<file path="src/core/mpms_pkg.sv">
/*
 * Package for the power-mode sequencer: timing constants, the power-state
 * encoding, and the packed structs that carry control and diagnostic gating bundles.
 * Assumes a 25 MHz core clock; all times below are converted to cycles.
 */
package mpms_pkg;

    localparam int unsigned CLK_HZ = 25_000_000;

    // times as printed, in their own units
    localparam int unsigned RESET_PULSE_NS = 100;
    localparam int unsigned SPI_READY_US = 200;
    localparam int unsigned SETTLE_MS = 5;
    localparam int unsigned RELAY_US = 100;
    localparam int unsigned TICK_MIN = 2;

    // cycle counts; a least time rounds up
    localparam int unsigned RESET_PULSE_CYC = (RESET_PULSE_NS * 25 + 999) / 1000;
    localparam int unsigned SPI_READY_CYC = SPI_READY_US * (CLK_HZ / 1_000_000);
    localparam int unsigned SETTLE_CYC = SETTLE_MS * (CLK_HZ / 1_000);
    localparam int unsigned RELAY_CYC = RELAY_US * (CLK_HZ / 1_000_000);
    localparam longint unsigned TICK_CYC = 64'(TICK_MIN) * 64'd60 * 64'(CLK_HZ);

    localparam int unsigned PDT_W = 8;
    localparam logic [PDT_W-1:0] PDT_RESET = 8'h00;
    localparam logic [PDT_W-1:0] PDT_OFF = 8'h00;
    localparam int unsigned CNT_W = 24;
    localparam int unsigned PRE_W = 32;
    localparam int unsigned HARDWARE_POWERDOWN_SELECT_BIT = 2;
    localparam int unsigned CH_N = 8;

    typedef enum logic [2:0] {
        MPMS_OFF     = 3'b000,
        MPMS_WAKING  = 3'b001,
        MPMS_ACTIVE  = 3'b010,
        MPMS_PARTIAL = 3'b011
    } mpms_state_t;

    // software control bundle
    typedef struct packed {
        logic [7:0] ctrl1;          // bit HARDWARE_POWERDOWN_SELECT_BIT selects hardware power-down
        logic       balance_driver_power;
        logic       partial_req;
        logic       soft_reset;
        logic       pdt_write;
        logic [7:0] pdt_data;
    } mpms_ctrl_t;

    // diagnostic gating bundle
    typedef struct packed {
        logic [CH_N-1:0] balance_bits;
        logic [CH_N-1:0] open_sense_control_reg;
        logic [3:0]      open_sense_aux_control_reg;
        logic            conversion_delay_select;
        logic            conversion_order_select;
        logic [1:0]      input_sense_select;
        logic [1:0]      output_gate_enable;   // [0] balance, [1] open sense
    } mpms_diag_t;

endpackage : mpms_pkg

</file>
<file path="src/core/mpms_sequencer.sv">
/*
 * Power-mode sequencer of a stacked battery-monitor device: wake-up by the
 * interface supply edge or a reset pulse, chain wake-up relay, partial and
 * full power-down, the power-down timer and diagnostic output gating.
 * Assumes all pins arrive asynchronously; register writes come as same-clock
 * strobes from the serial decoder. The analog core is modelled by levels.
 */
`timescale 1ns/1ns
module mpms_sequencer
    import mpms_pkg::*;
#(
    parameter longint unsigned TICK_CYCLES   = mpms_pkg::TICK_CYC,
    parameter int unsigned     SETTLE_CYCLES = mpms_pkg::SETTLE_CYC
) (
    // clock and reset
    input  wire logic                    clk,
    input  wire logic                    rst,
    // pins
    input  wire logic                    is_master,
    input  wire logic                    interface_supply_sense,
    input  wire logic                    reset_pin,
    input  wire logic                    chain_wake_in,
    input  wire logic                    watchdog_timeout,
    // register strobes
    input  mpms_pkg::mpms_ctrl_t         ctrl,
    input  mpms_pkg::mpms_diag_t         diag,
    input  wire logic [4:0]              dev_addr_in,
    input  wire logic                    dev_addr_load,
    // status and outputs
    output mpms_pkg::mpms_state_t        state,
    output logic                         spi_ready,
    output logic                         conv_ready,
    output logic                         chain_wake_out,
    output logic                         core_regulator_output,
    output logic [mpms_pkg::PDT_W-1:0]   powerdown_time_setting,
    output logic [mpms_pkg::PDT_W-1:0]   pd_count,
    output logic                         pd_timer_running,
    output logic [4:0]                   dev_addr,
    output logic                         regs_default,
    output logic [mpms_pkg::CH_N-1:0]    balance_out,
    output logic [mpms_pkg::CH_N-1:0]    open_sense_out
);
    import mpms_pkg::*;

    logic supply_s, reset_s, chain_s, wdt_s, master_s;
    logic supply_prev_q, reset_prev_q;
    logic [7:0] rst_len_q;
    logic wake_ev, reset_pulse_ok, hardware_powerdown_select_sel, pdt_active, expiry, sw_rst;
    logic ready_done, settle_done, relay_done, wdt_latch_q;
    mpms_state_t state_q;
    logic [PRE_W-1:0] pre_q;

    mpms_sync u_sync_sup (.clk(clk), .rst(rst), .d(interface_supply_sense), .q(supply_s));
    mpms_sync u_sync_rst (.clk(clk), .rst(rst), .d(reset_pin),              .q(reset_s));
    mpms_sync u_sync_chn (.clk(clk), .rst(rst), .d(chain_wake_in),          .q(chain_s));
    mpms_sync u_sync_wdt (.clk(clk), .rst(rst), .d(watchdog_timeout),       .q(wdt_s));
    mpms_sync u_sync_mst (.clk(clk), .rst(rst), .d(is_master),              .q(master_s));

    assign sw_rst   = ctrl.soft_reset;
    assign hardware_powerdown_select_sel = ctrl.ctrl1[HARDWARE_POWERDOWN_SELECT_BIT];

    // edge history and reset pulse width
    always_ff @(posedge clk or posedge rst) begin
        if (rst) begin
            supply_prev_q <= 1'b0;
            reset_prev_q  <= 1'b0;
            rst_len_q     <= '0;
        end else begin
            supply_prev_q <= supply_s;
            reset_prev_q  <= reset_s;
            if (reset_s && rst_len_q != 8'hff)
                rst_len_q <= rst_len_q + 8'h01;
            else if (!reset_s)
                rst_len_q <= '0;
        end
    end

    // short glitches on the reset pin must not wake the chain
    assign reset_pulse_ok = reset_prev_q && !reset_s && supply_s
                            && (rst_len_q >= 8'(RESET_PULSE_CYC));
    assign wake_ev = master_s ? ((supply_s && !supply_prev_q) || reset_pulse_ok)
                              : (chain_s || reset_pulse_ok);

    // power-down timer setting; pin reset acts like power-up
    always_ff @(posedge clk or posedge rst) begin
        if (rst) begin
            powerdown_time_setting <= PDT_RESET;
        end else if (reset_pulse_ok || sw_rst) begin
            powerdown_time_setting <= PDT_RESET;
        end else if (ctrl.pdt_write) begin
            powerdown_time_setting <= ctrl.pdt_data;
        end
    end

    // address survives a software reset, only rst or a pin reset clears it
    always_ff @(posedge clk or posedge rst) begin
        if (rst) begin
            dev_addr <= '0;
        end else if (reset_pulse_ok) begin
            dev_addr <= '0;
        end else if (dev_addr_load) begin
            dev_addr <= dev_addr_in;
        end
    end

    always_ff @(posedge clk or posedge rst) begin
        if (rst)
            regs_default <= 1'b1;
        else
            regs_default <= reset_pulse_ok || sw_rst;
    end

    // counts in any powered state, waking included
    assign pdt_active = hardware_powerdown_select_sel && (powerdown_time_setting != PDT_OFF)
                        && (state_q != MPMS_OFF);

    // prescaler and count
    always_ff @(posedge clk or posedge rst) begin
        if (rst) begin
            pre_q            <= '0;
            pd_count         <= '0;
            pd_timer_running <= 1'b0;
        end else if (!pdt_active || ctrl.pdt_write || !pd_timer_running) begin
            pre_q            <= '0;
            pd_count         <= '0;
            pd_timer_running <= pdt_active && !ctrl.pdt_write;
        end else if (pd_count != powerdown_time_setting) begin
            if (pre_q == PRE_W'(TICK_CYCLES - 1)) begin
                pre_q    <= '0;
                pd_count <= pd_count + 8'h01;
            end else begin
                pre_q <= pre_q + PRE_W'(1);
            end
        end
    end

    assign expiry = pd_timer_running && (pd_count == powerdown_time_setting)
                    && (master_s ? !supply_s : hardware_powerdown_select_sel);

    // watchdog off-state latch; master needs a supply or reset toggle to leave
    always_ff @(posedge clk or posedge rst) begin
        if (rst)
            wdt_latch_q <= 1'b0;
        else if (wdt_s)
            wdt_latch_q <= 1'b1;
        else if (wake_ev)
            wdt_latch_q <= 1'b0;
    end

    // power state
    always_ff @(posedge clk or posedge rst) begin
        if (rst) begin
            state_q <= MPMS_OFF;
        end else begin
            case (state_q)
                MPMS_OFF: begin
                    if (wake_ev)
                        state_q <= MPMS_WAKING;
                end
                MPMS_WAKING, MPMS_ACTIVE, MPMS_PARTIAL: begin
                    if (wdt_s)
                        state_q <= MPMS_OFF;
                    else if (master_s && !supply_s && powerdown_time_setting == PDT_OFF)
                        state_q <= MPMS_OFF;
                    else if (master_s && !supply_s && !hardware_powerdown_select_sel)
                        state_q <= MPMS_OFF;
                    else if (!master_s && hardware_powerdown_select_sel && powerdown_time_setting == PDT_OFF)
                        state_q <= MPMS_OFF;
                    else if (expiry)
                        state_q <= MPMS_OFF;
                    else if (state_q == MPMS_WAKING && ready_done)
                        state_q <= MPMS_ACTIVE;
                    else if (state_q != MPMS_WAKING)
                        state_q <= ctrl.partial_req ? MPMS_PARTIAL : MPMS_ACTIVE;
                end
                default: state_q <= MPMS_OFF;
            endcase
        end
    end

    logic wake_start, in_off;
    assign wake_start = (state_q == MPMS_OFF) && wake_ev && !(wdt_latch_q && wdt_s);
    assign in_off     = (state_q == MPMS_OFF);

    mpms_delay #(.COUNT(SPI_READY_CYC), .W(CNT_W)) u_ready (
        .clk(clk), .rst(rst), .start(wake_start), .clear(in_off && !wake_start), .done(ready_done));
    mpms_delay #(.COUNT(SETTLE_CYCLES), .W(CNT_W)) u_settle (
        .clk(clk), .rst(rst), .start(wake_start), .clear(in_off && !wake_start), .done(settle_done));
    mpms_delay #(.COUNT(RELAY_CYC), .W(CNT_W)) u_relay (
        .clk(clk), .rst(rst), .start(wake_start), .clear(in_off && !wake_start), .done(relay_done));

    // registered outputs
    always_ff @(posedge clk or posedge rst) begin
        if (rst) begin
            state                 <= MPMS_OFF;
            spi_ready             <= 1'b0;
            conv_ready            <= 1'b0;
            chain_wake_out        <= 1'b0;
            core_regulator_output <= 1'b0;
        end else begin
            state                 <= state_q;
            spi_ready             <= ready_done && !in_off;
            conv_ready            <= settle_done && !in_off;
            chain_wake_out        <= relay_done && !in_off;
            core_regulator_output <= !in_off;
        end
    end

    // diagnostic gating; delay mode hands control to the converter sequence
    logic [CH_N-1:0] os_all;
    assign os_all = diag.open_sense_control_reg
                    | {{(CH_N-4){1'b0}}, diag.open_sense_aux_control_reg};

    always_ff @(posedge clk or posedge rst) begin
        if (rst) begin
            balance_out    <= '0;
            open_sense_out <= '0;
        end else if (in_off) begin
            balance_out    <= '0;
            open_sense_out <= '0;
        end else if (!diag.conversion_delay_select) begin
            balance_out    <= (ctrl.balance_driver_power && diag.output_gate_enable[0])
                              ? diag.balance_bits : '0;
            open_sense_out <= diag.output_gate_enable[1] ? os_all : '0;
        end else begin
            balance_out    <= ctrl.balance_driver_power ? diag.balance_bits : '0;
            open_sense_out <= os_all;
        end
    end
endmodule : mpms_sequencer

</file>
<file path="src/core/mpms_sync.sv">
/*
 * Two-flop synchroniser for one level arriving from a pin.
 * Assumes the first flop is read only by the second.
 */
`timescale 1ns/1ns
module mpms_sync (
    // clock and reset
    input  wire logic clk,
    input  wire logic rst,
    // level
    input  wire logic d,
    output logic      q
);
    logic meta_q;

    always_ff @(posedge clk or posedge rst) begin
        if (rst) begin
            meta_q <= 1'b0;
            q      <= 1'b0;
        end else begin
            meta_q <= d;
            q      <= meta_q;
        end
    end
endmodule : mpms_sync

</file>
<file path="src/core/mpms_delay.sv">
/*
 * Restartable one-shot delay: done rises COUNT cycles after start and holds
 * until clear. Assumes start and clear are synchronous to clk.
 */
`timescale 1ns/1ns
module mpms_delay #(
    parameter int unsigned COUNT = 4,
    parameter int unsigned W     = 24
) (
    // clock and reset
    input  wire logic clk,
    input  wire logic rst,
    // control
    input  wire logic start,
    input  wire logic clear,
    output logic      done
);
    logic [W-1:0] cnt_q;
    logic         run_q;

    always_ff @(posedge clk or posedge rst) begin
        if (rst) begin
            cnt_q <= '0;
            run_q <= 1'b0;
            done  <= 1'b0;
        end else if (clear) begin
            cnt_q <= '0;
            run_q <= 1'b0;
            done  <= 1'b0;
        end else if (start) begin
            cnt_q <= '0;
            run_q <= 1'b1;
            done  <= 1'b0;
        end else if (run_q) begin
            if (cnt_q == W'(COUNT - 1)) begin
                run_q <= 1'b0;
                done  <= 1'b1;
            end
            cnt_q <= cnt_q + W'(1);
        end
    end
endmodule : mpms_delay

</file>
<file path="config.mk">
export PLATFORM = sky130hd
export DESIGN_NAME = mpms_sequencer
export DESIGN_NICKNAME = d
export VERILOG_FILES = /design/src/core/mpms_pkg.sv /design/src/core/mpms_sequencer.sv /design/src/core/mpms_sync.sv /design/src/core/mpms_delay.sv
export SDC_FILE = /design/constraint.sdc
export NUM_CORES = 1
export LEC_CHECK = 0
export ABC_AREA = 1
export BUFFER_PORTS_ARGS = -buffer_cell sky130_fd_sc_hd__buf_2
export CORE_UTILIZATION = 50
export CTS_BUF_LIST = sky130_fd_sc_hd__clkbuf_2 sky130_fd_sc_hd__clkbuf_4 sky130_fd_sc_hd__clkbuf_8
export CTS_CLUSTER_DIAMETER = 120
export CTS_CLUSTER_SIZE = 14
export DETAILED_ROUTE_END_ITERATION = 10
export GPL_TIMING_DRIVEN = 0
export PLACE_DENSITY_LB_ADDON = 0.08
export SLEW_MARGIN = 15
export SYNTH_ARGS = -nofsm -noshare
export SYNTH_HDL_FRONTEND = slang
export SYNTH_HIERARCHICAL = 1
export SYNTH_SLANG_ARGS = --single-unit
</file>
<file path="constraint.sdc">
create_clock -name clk -period 5.15 [get_ports clk]
set_input_delay 1.03 -clock clk [delete_from_list [all_inputs] [get_ports clk]]
set_output_delay 1.03 -clock clk [all_outputs]
set_load 0.005 [all_outputs]
</file>
# [After elaboration in Yosys (flattened, before gate mapping)]
# Index checks and enable logic that the tools add are counted.
[word_totals] ff_bits=180 output_inout_bits=46 elab_cells=186
[op_classes] n_addsub=6 order_cmp=1 eq_ne=14 muxes=66 bitwise=1 reduce_logical=61
[ops] cell="two-way mux 24 bit" n=9
[ops] cell="two-way mux 8 bit" n=14
[ops] cell="two-way mux 32 bit" n=3
[ops] cell="adder 24 x 1 -> 24 bit (second input constant)" n=3
[ops] cell="adder 32 x 1 -> 32 bit (second input constant)" n=1
[ops] cell="equality test 32 bit (second input constant)" n=1
[ops] cell="two-way mux 1 bit" n=29
[ops] cell="equality test 24 x 12 -> 1 bit (second input constant)" n=1
[ops] cell="equality test 24 x 13 -> 1 bit (second input constant)" n=1
[ops] cell="equality test 24 x 17 -> 1 bit (second input constant)" n=1
[ops] cell="logical AND 1 bit" n=24
[ops] cell="two-way mux 3 bit" n=8
[ops] cell="nonzero test 3 bit" n=7
[ops] cell="adder 8 x 1 -> 8 bit (second input constant)" n=2
[ops] cell="zero test 1 bit" n=11
[ops] cell="two-way mux 5 bit" n=2
[ops] cell="AND reduction 2 bit" n=5
[ops] cell="nonzero test 2 bit" n=5
[ops] cell="equality test 8 bit" n=1
[ops] cell=">= comparator 8 x 2 -> 1 bit (second input constant)" n=1
[ops] cell="zero test 8 bit" n=1
[ops] cell="inequality test 8 x 7 -> 1 bit (second input constant)" n=1
[ops] cell="inequality test 8 bit" n=1
[ops] cell="inequality test 8 bit (second input constant)" n=1
[ops] cell="10 further kinds" n=16

# [Logic depth before layout (Yosys ltp)]
# Gate-level depths: netlist of the first run.
[depth] word_depth=12 depth_mapped=17 ltp_nobuf=16

# [Hierarchy]
# The synthesis of the first run kept the hierarchy.
[modules_own_cells] module="mpms_sequencer" n_inst=1 cells_each=685 area_per_inst_um2=5059.9 seq_area_each_um2=2253.4
[modules_own_cells] module="mpms_delay (u_ready)" n_inst=1 cells_each=260 area_per_inst_um2=1707.9 seq_area_each_um2=650.6
[modules_own_cells] module="mpms_delay (u_settle)" n_inst=1 cells_each=247 area_per_inst_um2=1664.1 seq_area_each_um2=650.6
[modules_own_cells] module="mpms_delay (u_relay)" n_inst=1 cells_each=223 area_per_inst_um2=1606.5 seq_area_each_um2=650.6
[modules_own_cells] module="mpms_sync" n_inst=5 cells_each=3 area_per_inst_um2=53.8 seq_area_each_um2=50.0

# [Worst setup path after synthesis of the first run]
# Ideal clock, no wire load.
[synth_timing] path_kind="reg-to-reg" start="register rst_len_q[0]" end="register u_settle.cnt_q[5]" arrival_ns=2.192 required_ns=5.031 path_slack_ns=2.839 stages_incl_launch_ff=16 period_less_slack_ns=2.311 path_cell_list="dfrtp_1 > ha_1 > nand3b_1 > o21ai_2 > nand2_1 > nand2_1 > a21oi_1 > nor2_1 > nor2_1 > nand2_2 > buf_6 > nand2_1 > nor2_2 > nand2_1 > o21ai_1 > nor2_1"
[synth_between] elab_chain_cells=9 word_cells_on_any_way=12 cone_classes="order compare (1); mux (3); reduce/logical (8)"
[synth_lines] element="from (decl)" line_no="mpms_sequencer.sv:47" source="logic [7:0] rst_len_q;"
[synth_lines] element="from (signal assigned)" line_no="mpms_sequencer.sv:72" source="rst_len_q <= rst_len_q + 8'h01;"
[synth_lines] element=">= comparator 8 x 2 -> 1 bit *" line_no="mpms_sequencer.sv:80" source="&& (rst_len_q >= 8'(RESET_PULSE_CYC));"
[synth_lines] element="logical AND 1 bit *" line_no="mpms_sequencer.sv:80"
[synth_lines] element="logical OR 1 bit (on tied branches)" line_no="mpms_sequencer.sv:82, mpms_sequencer.sv:81"
[synth_lines] element="two-way mux 1 bit *" line_no="mpms_sequencer.sv:81" source="assign wake_ev = master_s ? ((supply_s && !supply_prev_q) || reset_pulse_ok)"
[synth_lines] element="logical AND 1 bit * (2 in a row)" line_no="mpms_sequencer.sv:182" source="assign wake_start = (state_q == MPMS_OFF) && wake_ev && !(wdt_latch_q && wdt_s);"
[synth_lines] element="via wake_start" line_no="mpms_sequencer.sv:181" source="logic wake_start, in_off;"
[synth_lines] element="zero test 1 bit" line_no="mpms_sequencer.sv:188" source=".clk(clk), .rst(rst), .start(wake_start), .clear(in_off && !wake_start), .done(settle_done));"
[synth_lines] element="logical AND 1 bit" line_no="mpms_sequencer.sv:188"
[synth_lines] element="nonzero test 3 bit (no source line) or two-way mux 24 bit (tied branches)"
[synth_lines] element="to (signal assigned)" line_no="mpms_delay.sv:39" source="cnt_q <= cnt_q + W'(1);"
[synth_lines] element="to (decl)" line_no="mpms_delay.sv:18" source="logic [W-1:0] cnt_q;"
# The timed path passes the listed nets; every way through them passes the cells marked *.
# A chain may end at the register's enable or synchronous reset.

# [Worst setup path in the final report of the first run]
[layout_timing] start="register state_q[1]" end="register u_settle.cnt_q[21]"
[layout_between] elab_chain_cells=6 word_cells_on_any_way=8 cone_classes="mux (2); reduce/logical (6)"
[layout_lines] element="from (decl)" line_no="mpms_sequencer.sv:50" source="mpms_state_t state_q;"
[layout_lines] element="from (signal assigned)" line_no="mpms_sequencer.sv:174" source="state_q <= ctrl.partial_req ? MPMS_PARTIAL : MPMS_ACTIVE;"
[layout_lines] element="zero test 3 bit *" line_no="mpms_sequencer.sv:182"
[layout_lines] element="logical AND 1 bit * (2 in a row)" line_no="mpms_sequencer.sv:182"
[layout_lines] element="via wake_start" line_no="mpms_sequencer.sv:181"
[layout_lines] element="zero test 1 bit" line_no="mpms_sequencer.sv:188"
[layout_lines] element="logical AND 1 bit" line_no="mpms_sequencer.sv:188"
[layout_lines] element="nonzero test 3 bit (no source line) or two-way mux 24 bit (tied branches)"
# Marked as above.

==> run_results.csv, run 1 <==
group,metric,value,unit
placement,gp_congestion,0.902,
sta,worst_pin_slew,1.10,ns
worst_setup_path,start_kind,"flip-flop",
clock_tree,clk_path_buf_depth,2,
pwr,p_leak,5.53,nW
sta,hold_viol_final,0,
clock_tree,postCtsResizedCells,0,
cells_and_area,drive_gt1_frac,0.158,
logic_synthesis,yosysMostFrequentCell,"nand2_1",
sta,timing.hold.ws,0.347,ns
min_path,min-delay-start,"u_sync_sup/meta_q",
sta,worst_slack,1.86,ns
logic_synthesis,synth_cells,1430,
sta,drv_slew,0,
sta,finClkSkew,0.0172,ns
job,cap_violations,0,
clock_tree,cts.reportedPaths.clkPinSlew,0.11,ns
logic_synthesis,synth_fa_ha_area_frac,0.0109,
global_route,antenna_found_initial,0,
floorplan,core.rowCount,52,
route,drtIter0Drc,608,
sta,fin_crit,3.29,ns
logic_synthesis,synth_area_leader_cell,"dfrtp_1",
sta,max_slew_margin,0.263,
worst_setup_path,r2r_start,"state_q[1]",
worst_setup_path,r2r_end,"u_settle/cnt_q[21]",
floorplan,ioPinCount,105,
clock_tree,h-tree-depth,4,
logic_synthesis,postSynthAreaPerCell,7.21,um^2
clock_tree,clock-sinks,178,
logic_synthesis,ys_warn_count,6,
logic_synthesis,seq_area_frac_synth,0.432,
logic_synthesis,synthesis.area,0.0103,mm^2
floorplan,start_util,0.509,
route,dr_wl_met3,981,um
floorplan,die-height,146,um
sta,setup_tns,0,ns
logic_synthesis,synth_ff_type,"dfrtp_1",
route,m1WireLength,12.0,mm
logic_synthesis,synth_top_area_share,0.430,
global_route,grt_pass1_vias,8663,
global_route,grt_pass1_wl,42.1,mm
floorplan,die_x,146,um
logic_synthesis,yosys-top-cells-count,"393 x nand2_1, 248 x nor2_1, 179 x inv_1",
floorplan,coreArea,0.0202,mm^2
worst_setup_path,r2r_slack,1.86,ns
status,outcome,"finished, violations left",
route,vias,9216,
route,drc,1,
clock_tree,cts-root-buf,"clkbuf_8",
floorplan,die-area,0.0212,mm^2
sta,fmax,304,MHz
placement,io_buffers,92,
min_path,min_path_cells,0,
route,wl,24.6,mm
clock_tree,tritoncts.num_buffers,17,
worst_setup_path,path_common_cell,"nor2_1",
min_path,hold_class,"reg -> reg",
cells_and_area,synthToLayoutAreaGrowth,12.3,%
route,ant_nets,0,
worst_setup_path,r2r_cells,11,
placement,dp_slack,1.86,ns
placement,dp_hpwl,18.2,mm
route,highest_layer,"met4",
worst_setup_path,cp_cell_sequence,"nor2_1, nand2_1, a21oi_1, nor2_1, nor2_1, nand2_2, buf_6, nand2_1, nor2_1, a21oi_1, nor2_1",
logic_synthesis,synth_enable_flop_cells,0,
route,viasPerCell,5.05,
sta,rsz0062_at_grt,"false",
cells_and_area,nNetsFinal,1610,
logic_synthesis,async_flop_share,1.00,
pwr,vdd_drop_max,0.000184,V
clock_tree,clk_latency,0.49,ns
logic_synthesis,synth_nets,1498,
logic_synthesis,synth.area.mux_share,0,
route,drt-pass1-iter-count,8,
route,met2WireLength,11.3,mm
worst_setup_path,slowest_delay,0.71,ns
clock_tree,cts_tree,"done",
worst_setup_path,worst_ep_required_time,5.53,ns
logic_synthesis,synthTopCellsByArea,"dfrtp_1 43%, nand2_1 14%, nor2_1 9.0%",
clock_tree,cts_hold_buf,0,
logic_synthesis,synth-simple-area-share,0.381,
logic_synthesis,synth_compound_area_frac,0.0622,
worst_setup_path,critPathArrivalTime,3.67,ns
logic_synthesis,synth_top_family_by_area,"simple AND/OR/NAND/NOR gates",
logic_synthesis,synth.distinct_cells,40,
worst_setup_path,timing_worst_setup_path_type,"reg -> reg",
min_path,holdPathEnd,"u_sync_sup/q",
logic_synthesis,synth-xor-area-share,0.0237,
global_route,grt_max_degree,59,
sta,setup_viol,0,
cells_and_area,diodes,0,
route,routedWlPerCell,13.5,um
clock_tree,postCtsSetupRepairBufs,0,
worst_setup_path,cp-end-kind,"flip-flop",
worst_setup_path,cp_slowest_cell,"a21oi_1",
global_route,grt-ovfl-total,0,
pwr,power_density,279,mW/mm^2
worst_setup_path,critPathMaxFanout,10,
global_route,gr-usage-all-layers,0.246,
status,violations,"design-rule violations",
logic_synthesis,ys_seq_elements,178,
sta,period_share,0.638,
-- layer usage --
metal,GRT usage,vias to the layer above
met5,0,-
met4,0.0574,0
met3,0.0408,22
met2,0.393,199
met1,0.351,4298
li1,-,4697
-- sequential cells by signal, summed over array words and instances, names as in the netlist, 2 cells and up --
register	count
rst_len_q	8
u_relay/cnt_q	24
powerdown_time_setting	8
balance_out	8
pd_count	8
pre_q	32
open_sense_out	8
state_q	2
dev_addr	5
state	2
u_ready/cnt_q	24
u_settle/cnt_q	24
-- layout by cell type (no fill, tap or decap), types with 2 or more instances in the layout --
cell type,count
a21oi_1,69
nand3_2,8
nand3_4,2
o31ai_1,2
o21ai_1,4
inv_6,2
clkinv_1,2
nand4_1,36
nand2_1,393
ha_1,9
inv_4,2
xnor2_1,12
nand2_2,10
nand3_1,107
nor3_1,14
inv_2,9
nand2_4,6
nor2_2,26
nor3b_1,10
inv_12,2
o21ai_2,10
buf_4,4
dfrtp_1,177
inv_1,176
inv_8,5
nor2_1,248
buf_6,10
nor2_4,16
buf_2,103
o21ai_0,30
clkbuf_8,17
xor2_1,14
clkinv_8,4
-- kinds of logic after synthesis --
| kind of cell | after synthesis |
|---|---|
| xor gates and xnor gates | 27 |
| other | 1 |
| and+or+nand+nor | 880 |
| buffers and inverters | 217 |
| adders and majority gates | 9 |
| DFF | 178 |
| AOI/OAI and AO/OA | 118 |
-- cell type report --
cell class	instances	area (um^2)
well taps	270	338
plain buffers	27	205
multi-input cells	1035	4930
inverters	190	719
clock inverters	15	210
fillers	1980	8650
repair buffers	93	488
clock buffers	17	234
flip-flops and latches	178	4460
-- critical path: cells and delay by family, from the launching register on --
kind | cells | cell delay (ns)
AND/OR/NAND/NOR | 8 | 1.74
AO/OA/AOI/OAI | 2 | 0.85
flip-flops | 1 | 0.41
buffers and inverters | 1 | 0.17
-- report_power, final --
part	internal, W	switching, W
Combinational	0.000209	0.000448
Sequential	0.00147	0.0000432
Clock	0.000430	0.000627
Total	0.00211	0.00112
-- per-stage QoR --
| step | instance area, um^2 | instances | total power, W | utilization |
|---|---|---|---|---|
| final | 11600 | 1825 | 0.00323 | 0.572 |
| after global routing | 11600 | 1825 | 0.00341 | 0.572 |
| after CTS | 11600 | 1825 | 0.00326 | 0.572 |
| after detailed placement | 11100 | 1793 | 0.00220 | 0.550 |
| after global placement | 11100 | 1792 | 0.00219 | 0.549 |
| after floorplan | 10300 | 1430 | 0.00197 | - |
-- how the worst max path moves through the flow --
stage,startpoint,end,slack (ns),depth (start not counted)
finish,state_q[1],u_settle/cnt_q[21],1.86,11
global route,state_q[1],u_settle/cnt_q[20],1.48,8
CTS,state_q[1],u_settle/cnt_q[21],1.81,11
detailed placement,state_q[1],u_settle/cnt_q[21],1.86,11
global placement,rst,open_sense_out[1],0.43,2
floorplan,rst,balance_out[0],1.79,1
Note: power is estimated with default switching activity, not from simulation.
==> run 2, diff against run 1 <==
ABC_AREA = 0   (was 1)
clock period = 3.35 ns   (was 5.15 ns; I/O delays follow)
==> run_results.csv, run 2 <==
group,metric,value,unit
clock_tree,cts_hold_buf,0,
cells_and_area,regMostFlops,"pre_q",
clock_tree,h-tree-depth,4,
logic_synthesis,yosys-top-cells-count,"177 x dfrtp_1, 83 x nor2_1, 69 x a21oi_1",
floorplan,die-height,136,um
cells_and_area,largest_reg_flops,32,
global_route,grt_pass1_wl,35.4,mm
worst_setup_path,timing_worst_setup_path_type,"reg -> reg",
cells_and_area,synthToLayoutAreaGrowth,13.8,%
logic_synthesis,postSynthAreaPerCell,9.70,um^2
logic_synthesis,synth_nets,995,
route,drt-pass1-iter-count,5,
sta,timing.hold.ws,0.138,ns
sta,worst_slack,0.214,ns
floorplan,ioPinCount,105,
logic_synthesis,ys_warn_count,6,
clock_tree,tritoncts.num_buffers,17,
pwr,power.switching,0.00115,W
cells_and_area,diodes,0,
route,ant_nets,0,
worst_setup_path,critPathArrivalTime,3.52,ns
clock_tree,clk_latency,0.47,ns
worst_setup_path,worst_ep_required_time,3.74,ns
sta,worst_pin_slew,1.01,ns
route,routedWlPerCell,16.6,um
floorplan,start_util,0.516,
route,vias,7532,
route,wl,21.2,mm
sta,fmax,319,MHz
clock_tree,clock-sinks,178,
route,viasPerCell,5.88,
route,drtIter0Drc,505,
logic_synthesis,seq_area_frac_synth,0.496,
pwr,p_clk_frac,0.363,
floorplan,die-area,0.0185,mm^2
cells_and_area,drive_gt1_frac,0.176,
pwr,vdd_drop_max,0.000272,V
pwr,p_int,0.00304,W
worst_setup_path,start_kind,"flip-flop",
min_path,hold_class,"in -> async",
logic_synthesis,synth_ff_type,"dfrtp_1",
sta,hold_viol_final,0,
logic_synthesis,yosysMostFrequentCell,"dfrtp_1",
clock_tree,cts_tree,"done",
cells_and_area,finish.utilization,0.587,
sta,period_share,0.936,
cells_and_area,fill_cells,1527,
job,cap_violations,0,
floorplan,coreArea,0.0174,mm^2
cells_and_area,final_cell_mix,"177 x dfrtp_1, 100 x buf_2, 81 x nor2_1, 68 x a21oi_1, 62 x nand2_1",
global_route,gr-usage-all-layers,0.244,
logic_synthesis,synth_enable_flop_cells,0,
worst_setup_path,slowest_delay,0.48,ns
cells_and_area,layout_commonest_cell,"dfrtp_1",
logic_synthesis,synthTopCellsByArea,"dfrtp_1 49%, a21oi_1 3.8%, nor2_1 3.5%",
sta,drv_slew,0,
pwr,p_seq_frac,0.535,
worst_setup_path,cp_cell_sequence,"ha_1, nor4_2, a211oi_2, buf_4, nor2_2, a21oi_2, nor2_4, buf_4, o311ai_1, or3_1, buf_2, or4_1, a21oi_1",
route,drc,0,
pwr,p_leak,4.28,nW
worst_setup_path,cp_slowest_cell,"or4_1",
sta,finClkSkew,0.0166,ns
logic_synthesis,synth_top_area_share,0.493,
logic_synthesis,synth_area_leader_cell,"dfrtp_1",
logic_synthesis,synth.distinct_cells,67,
pwr,sw_frac_of_total,0.275,
sta,max_slew_margin,0.329,
logic_synthesis,ys_seq_elements,178,
sta,fin_crit,3.14,ns
clock_tree,cts-root-buf,"clkbuf_8",
floorplan,die_x,136,um
worst_setup_path,path_common_cell,"buf_4",
placement,dp_slack,-0.789,ns
worst_setup_path,cp-end-kind,"flip-flop",
placement,gp_congestion,0.842,
global_route,grt_max_degree,50,
cells_and_area,nNetsFinal,1111,
global_route,grt-ovfl-total,0,
logic_synthesis,async_flop_share,1.00,
pwr,power_density,410,mW/mm^2
placement,dp_hpwl,15.1,mm
logic_synthesis,synth_cells,927,
status,outcome,"complete, no violations",
floorplan,core.rowCount,48,
sta,setup_viol,0,
worst_setup_path,critPathMaxFanout,9,
placement,io_buffers,91,
pwr,pwr-share-comb,0.102,
global_route,antenna_found_initial,0,
logic_synthesis,synthesis.area,0.00899,mm^2
global_route,grt_pass1_vias,7079,
clock_tree,clk_path_buf_depth,2,
clock_tree,cts.reportedPaths.clkPinSlew,0.10,ns
run 2: changes by cell type after synthesis, sizes merged, moves of 26 or more:
| cell | before | now |
|---|---|---|
| nand2 | 409 | 62 |
| nor2 | 290 | 83 |
| inv | 189 | 24 |
| nand3 | 117 | 46 |
| or4 | 0 | 40 |
| or3 | 0 | 35 |
| o31ai | 2 | 32 |
| nor4 | 0 | 26 |
run 2: final timing paths:
| check | startpoint | end | slack (ns) | cells after the start |
|---|---|---|---|---|
| worst max-delay path | rst_len_q[0] | u_settle/cnt_q[17] | 0.21 | 13 |
| worst min-delay path | rst | u_sync_rst/q | 0.14 | 2 |
| worst max register to register | rst_len_q[0] | u_settle/cnt_q[17] | 0.21 | 13 |
| worst min register to register | u_sync_sup/meta_q | u_sync_sup/q | 0.36 | 0 |
| max in group asynchronous | rst | u_ready/cnt_q[22] | 2.19 | 2 |
| min in group clk | reset_pin | u_sync_rst/meta_q | 0.30 | 1 |
run 2: layout make-up:
type	instances	area (um^2)	area share
sequential	178	4460	0.435
multi-input combinational	683	4270	0.417
timing repair buffer	97	520	0.0509
tap	225	282	0.0275
clock buffer	17	234	0.0229
buffer	41	204	0.0199
clock inverter	15	170	0.0166
inverter	25	97.6	0.00954
run 2: cells by family after synthesis:
kind of cell	count (synthesis)	share of synthesized area
AND/OR/NAND/NOR	432	0.273
flip-flops	178	0.496
AO/OA/AOI/OAI	176	0.119
buffers and inverters	66	0.0330
XOR/XNOR	47	0.0458
multiplexers	18	0.0200
adder cells (fa/ha/maj)	9	0.0125
other	1	0.000417
run 2: timing repair:
item | CTS | global route
pin swaps | 2 | 1
buffers inserted | 4 | 1
resized for setup | 7 | 5
setup endpoints to repair | 60 | 9
gates cloned | 0 | 0
run 2: critical path, delay by kind of cell, from the launching register on:
family	cells	cell delay, ns
compound gates	4	0.50
buf+inv	3	0.50
fa+ha+maj	1	0.28
flops	1	0.43
simple gates	5	1.31
run 2: per-layer routing:
metal | up-vias | track usage | wire length [um]
met5 | - | 0 | 0
li1 | 3674 | - | -
met3 | 14 | 0.0414 | 815
met1 | 3690 | 0.332 | 9960
met2 | 154 | 0.399 | 10300
met4 | 0 | 0.0710 | 163
run 2: power by group through the flow:
stage	logic [W]	clock network [W]	registers (W)
finish	0.000428	0.00152	0.00224
global placement	0.000409	0	0.00228
global route	0.000479	0.00165	0.00225
floorplan	0.000249	0	0.00228
CTS	0.000432	0.00158	0.00224
detailed placement	0.000416	0	0.00228
run 2: through the flow:
stage	std cells	instance area (um^2)	TNS, ns	power, W
after floorplan	927	8990	0	0.00253
after global placement	1243	9730	-105.81	0.00269
after detailed placement	1244	9760	-16.37	0.00270
after CTS	1280	10200	0	0.00425
after global routing	1281	10200	-0.218	0.00438
final	1281	10200	0	0.00419
==> run 3, diff against run 2 <==
SKIP_LAST_GASP = 1   (was not set)
clock period = 3.6 ns   (was 3.35 ns; I/O delays follow)
==> run_results.csv, run 3 (synthesis gave the netlist of run 2 again) <==
group,metric,value,unit
pwr,p_leak,4.28,nW
route,vias,7542,
route,m1WireLength,10.0,mm
cells_and_area,largest_reg_flops,32,
job,cap_violations,0,
sta,period_share,0.911,
placement,dp_hpwl,15.1,mm
clock_tree,clk_latency,0.47,ns
placement,gp_congestion,0.842,
floorplan,ioPinCount,105,
route,ant_nets,0,
worst_setup_path,slowest_delay,0.66,ns
worst_setup_path,timing_worst_setup_path_type,"reg -> reg",
worst_setup_path,critPathArrivalTime,3.67,ns
cells_and_area,drive_gt1_frac,0.172,
cells_and_area,diodes,0,
route,dr_wl_met3,687,um
worst_setup_path,cp_cell_sequence,"ha_1, nor4_1, a211oi_2, nor2_1, a21oi_2, and2_4, nor3_1, clkbuf_1, or4_1, or3_1, a21oi_1",
cells_and_area,synthToLayoutAreaGrowth,13.7,%
route,viasPerCell,5.89,
global_route,antenna_found_initial,0,
worst_setup_path,worst_ep_required_time,4.00,ns
worst_setup_path,path_buf_inv,1,
cells_and_area,regMostFlops,"pre_q",
sta,hold_viol_final,0,
floorplan,start_util,0.516,
floorplan,die-height,136,um
clock_tree,h-tree-depth,4,
floorplan,core.rowCount,48,
placement,place_area,0.00976,mm^2
sta,rsz0062_at_grt,"false",
route,drt-pass1-iter-count,5,
global_route,gr-usage-all-layers,0.243,
route,wl,21.2,mm
route,routedWlPerCell,16.6,um
global_route,grt_pass1_wl,35.3,mm
cells_and_area,stdcell_count,1281,
route,drtIter0Drc,479,
sta,max_slew_margin,0.319,
route,met2WireLength,10.3,mm
sta,drv_slew,0,
status,outcome,"complete, no violations",
clock_tree,cts-root-buf,"clkbuf_8",
min_path,hold_class,"in -> async",
global_route,grt-ovfl-total,0,
sta,finClkSkew,0.0138,ns
worst_setup_path,cp-end-kind,"flip-flop",
clock_tree,cts_tree,"done",
pwr,power_density,382,mW/mm^2
global_route,grt_pass1_vias,7056,
clock_tree,clock-sinks,178,
clock_tree,cts.reportedPaths.clkPinSlew,0.10,ns
worst_setup_path,cp_top_family,"simple AND/OR/NAND/NOR gates",
sta,worst_pin_slew,1.02,ns
sta,setup_viol,0,
placement,io_buffers,91,
route,highest_layer,"met4",
worst_setup_path,start_kind,"flip-flop",
floorplan,die_x,136,um
sta,fmax,305,MHz
sta,fin_crit,3.28,ns
floorplan,coreArea,0.0174,mm^2
floorplan,die-area,0.0185,mm^2
clock_tree,clk_path_buf_depth,2,
worst_setup_path,cp_slowest_cell,"or4_1",
pwr,vdd_drop_max,0.000254,V
cells_and_area,final_cell_mix,"177 x dfrtp_1, 100 x buf_2, 82 x nor2_1, 68 x a21oi_1, 62 x nand2_1",
cells_and_area,layout_commonest_cell,"dfrtp_1",
placement,dpl.cell_count,1244,
route,drc,0,
clock_tree,tritoncts.num_buffers,17,
cells_and_area,fin_area,0.0102,mm^2
worst_setup_path,r2r_cells,11,
global_route,grt_max_degree,50,
cells_and_area,nNetsFinal,1111,
worst_setup_path,path_depth,11,
worst_setup_path,critPathMaxFanout,14,
-- run 3: cell counts in the layout (fill, tap and decap cells not counted) --
Identical to the previous run, type by type.
-- run 3: stage by stage --
stage	setup slack (ns)	hold WS [ns]	TNS, ns	utilization	total power [W]
floorplan	0.382	0.331	0	-	0.00235
global placement	-0.834	0.332	-78.01	0.558	0.00250
detailed placement	-0.539	0.336	-5.07	0.560	0.00251
CTS	0.0769	0.158	0	0.585	0.00394
global route	0.0206	0.168	0	0.587	0.00408
finish	0.322	0.185	0	0.587	0.00390
-- run 3: path summary, 6_finish.rpt --
kind | from | to | slack [ns]
min in group clk | reset_pin | u_sync_rst/meta_q | 0.35
setup reg to reg | rst_len_q[0] | u_relay/cnt_q[16] | 0.32
hold reg to reg | u_sync_sup/meta_q | u_sync_sup/q | 0.36
setup / recovery | rst_len_q[0] | u_relay/cnt_q[16] | 0.32
hold / removal | rst | u_sync_rst/meta_q | 0.18
max in group asynchronous | rst | u_relay/cnt_q[18] | 2.38
-- run 3: layout make-up --
cell class                 instances  area (um^2)
buffer                            41          203
clock buffer                      17          234
clock inverter                    15          170
fill                            1533         7200
inverter                          25         97.6
multi-input combinational        683         4260
sequential                       178         4460
tap                              225          282
timing repair buffer              97          520
-- run 3: what timing repair did --
action / CTS / global route
setup buffers: 1 / 4
gates resized for setup: 5 / 2
pin swaps: 1 / 2
setup endpoints to repair: 29 / 8
hold buffers: 0 / 0
-- run 3: worst register-to-register path: stages, from the launching register on --
cell,delay [ns]
dfrtp_1,0.41
ha_1,0.27
nor4_1,0.09
a211oi_2,0.31
nor2_1,0.14
a21oi_2,0.20
and2_4,0.28
nor3_1,0.09
clkbuf_1,0.23
or4_1,0.66
or3_1,0.39
a21oi_1,0.14
-- run 3: per-layer routing --
metal | vias to the layer above | GRT usage
met3 | 13 | 0.0414
met2 | 147 | 0.399
li1 | 3667 | -
met1 | 3715 | 0.330
met5 | - | 0
met4 | 0 | 0.0710
-- run 3: report_power, final --
part	switching [W]	internal, W
Sequential	0.0000353	0.00205
Clock	0.000778	0.000641
Combinational	0.000259	0.000139
Total	0.00107	0.00283
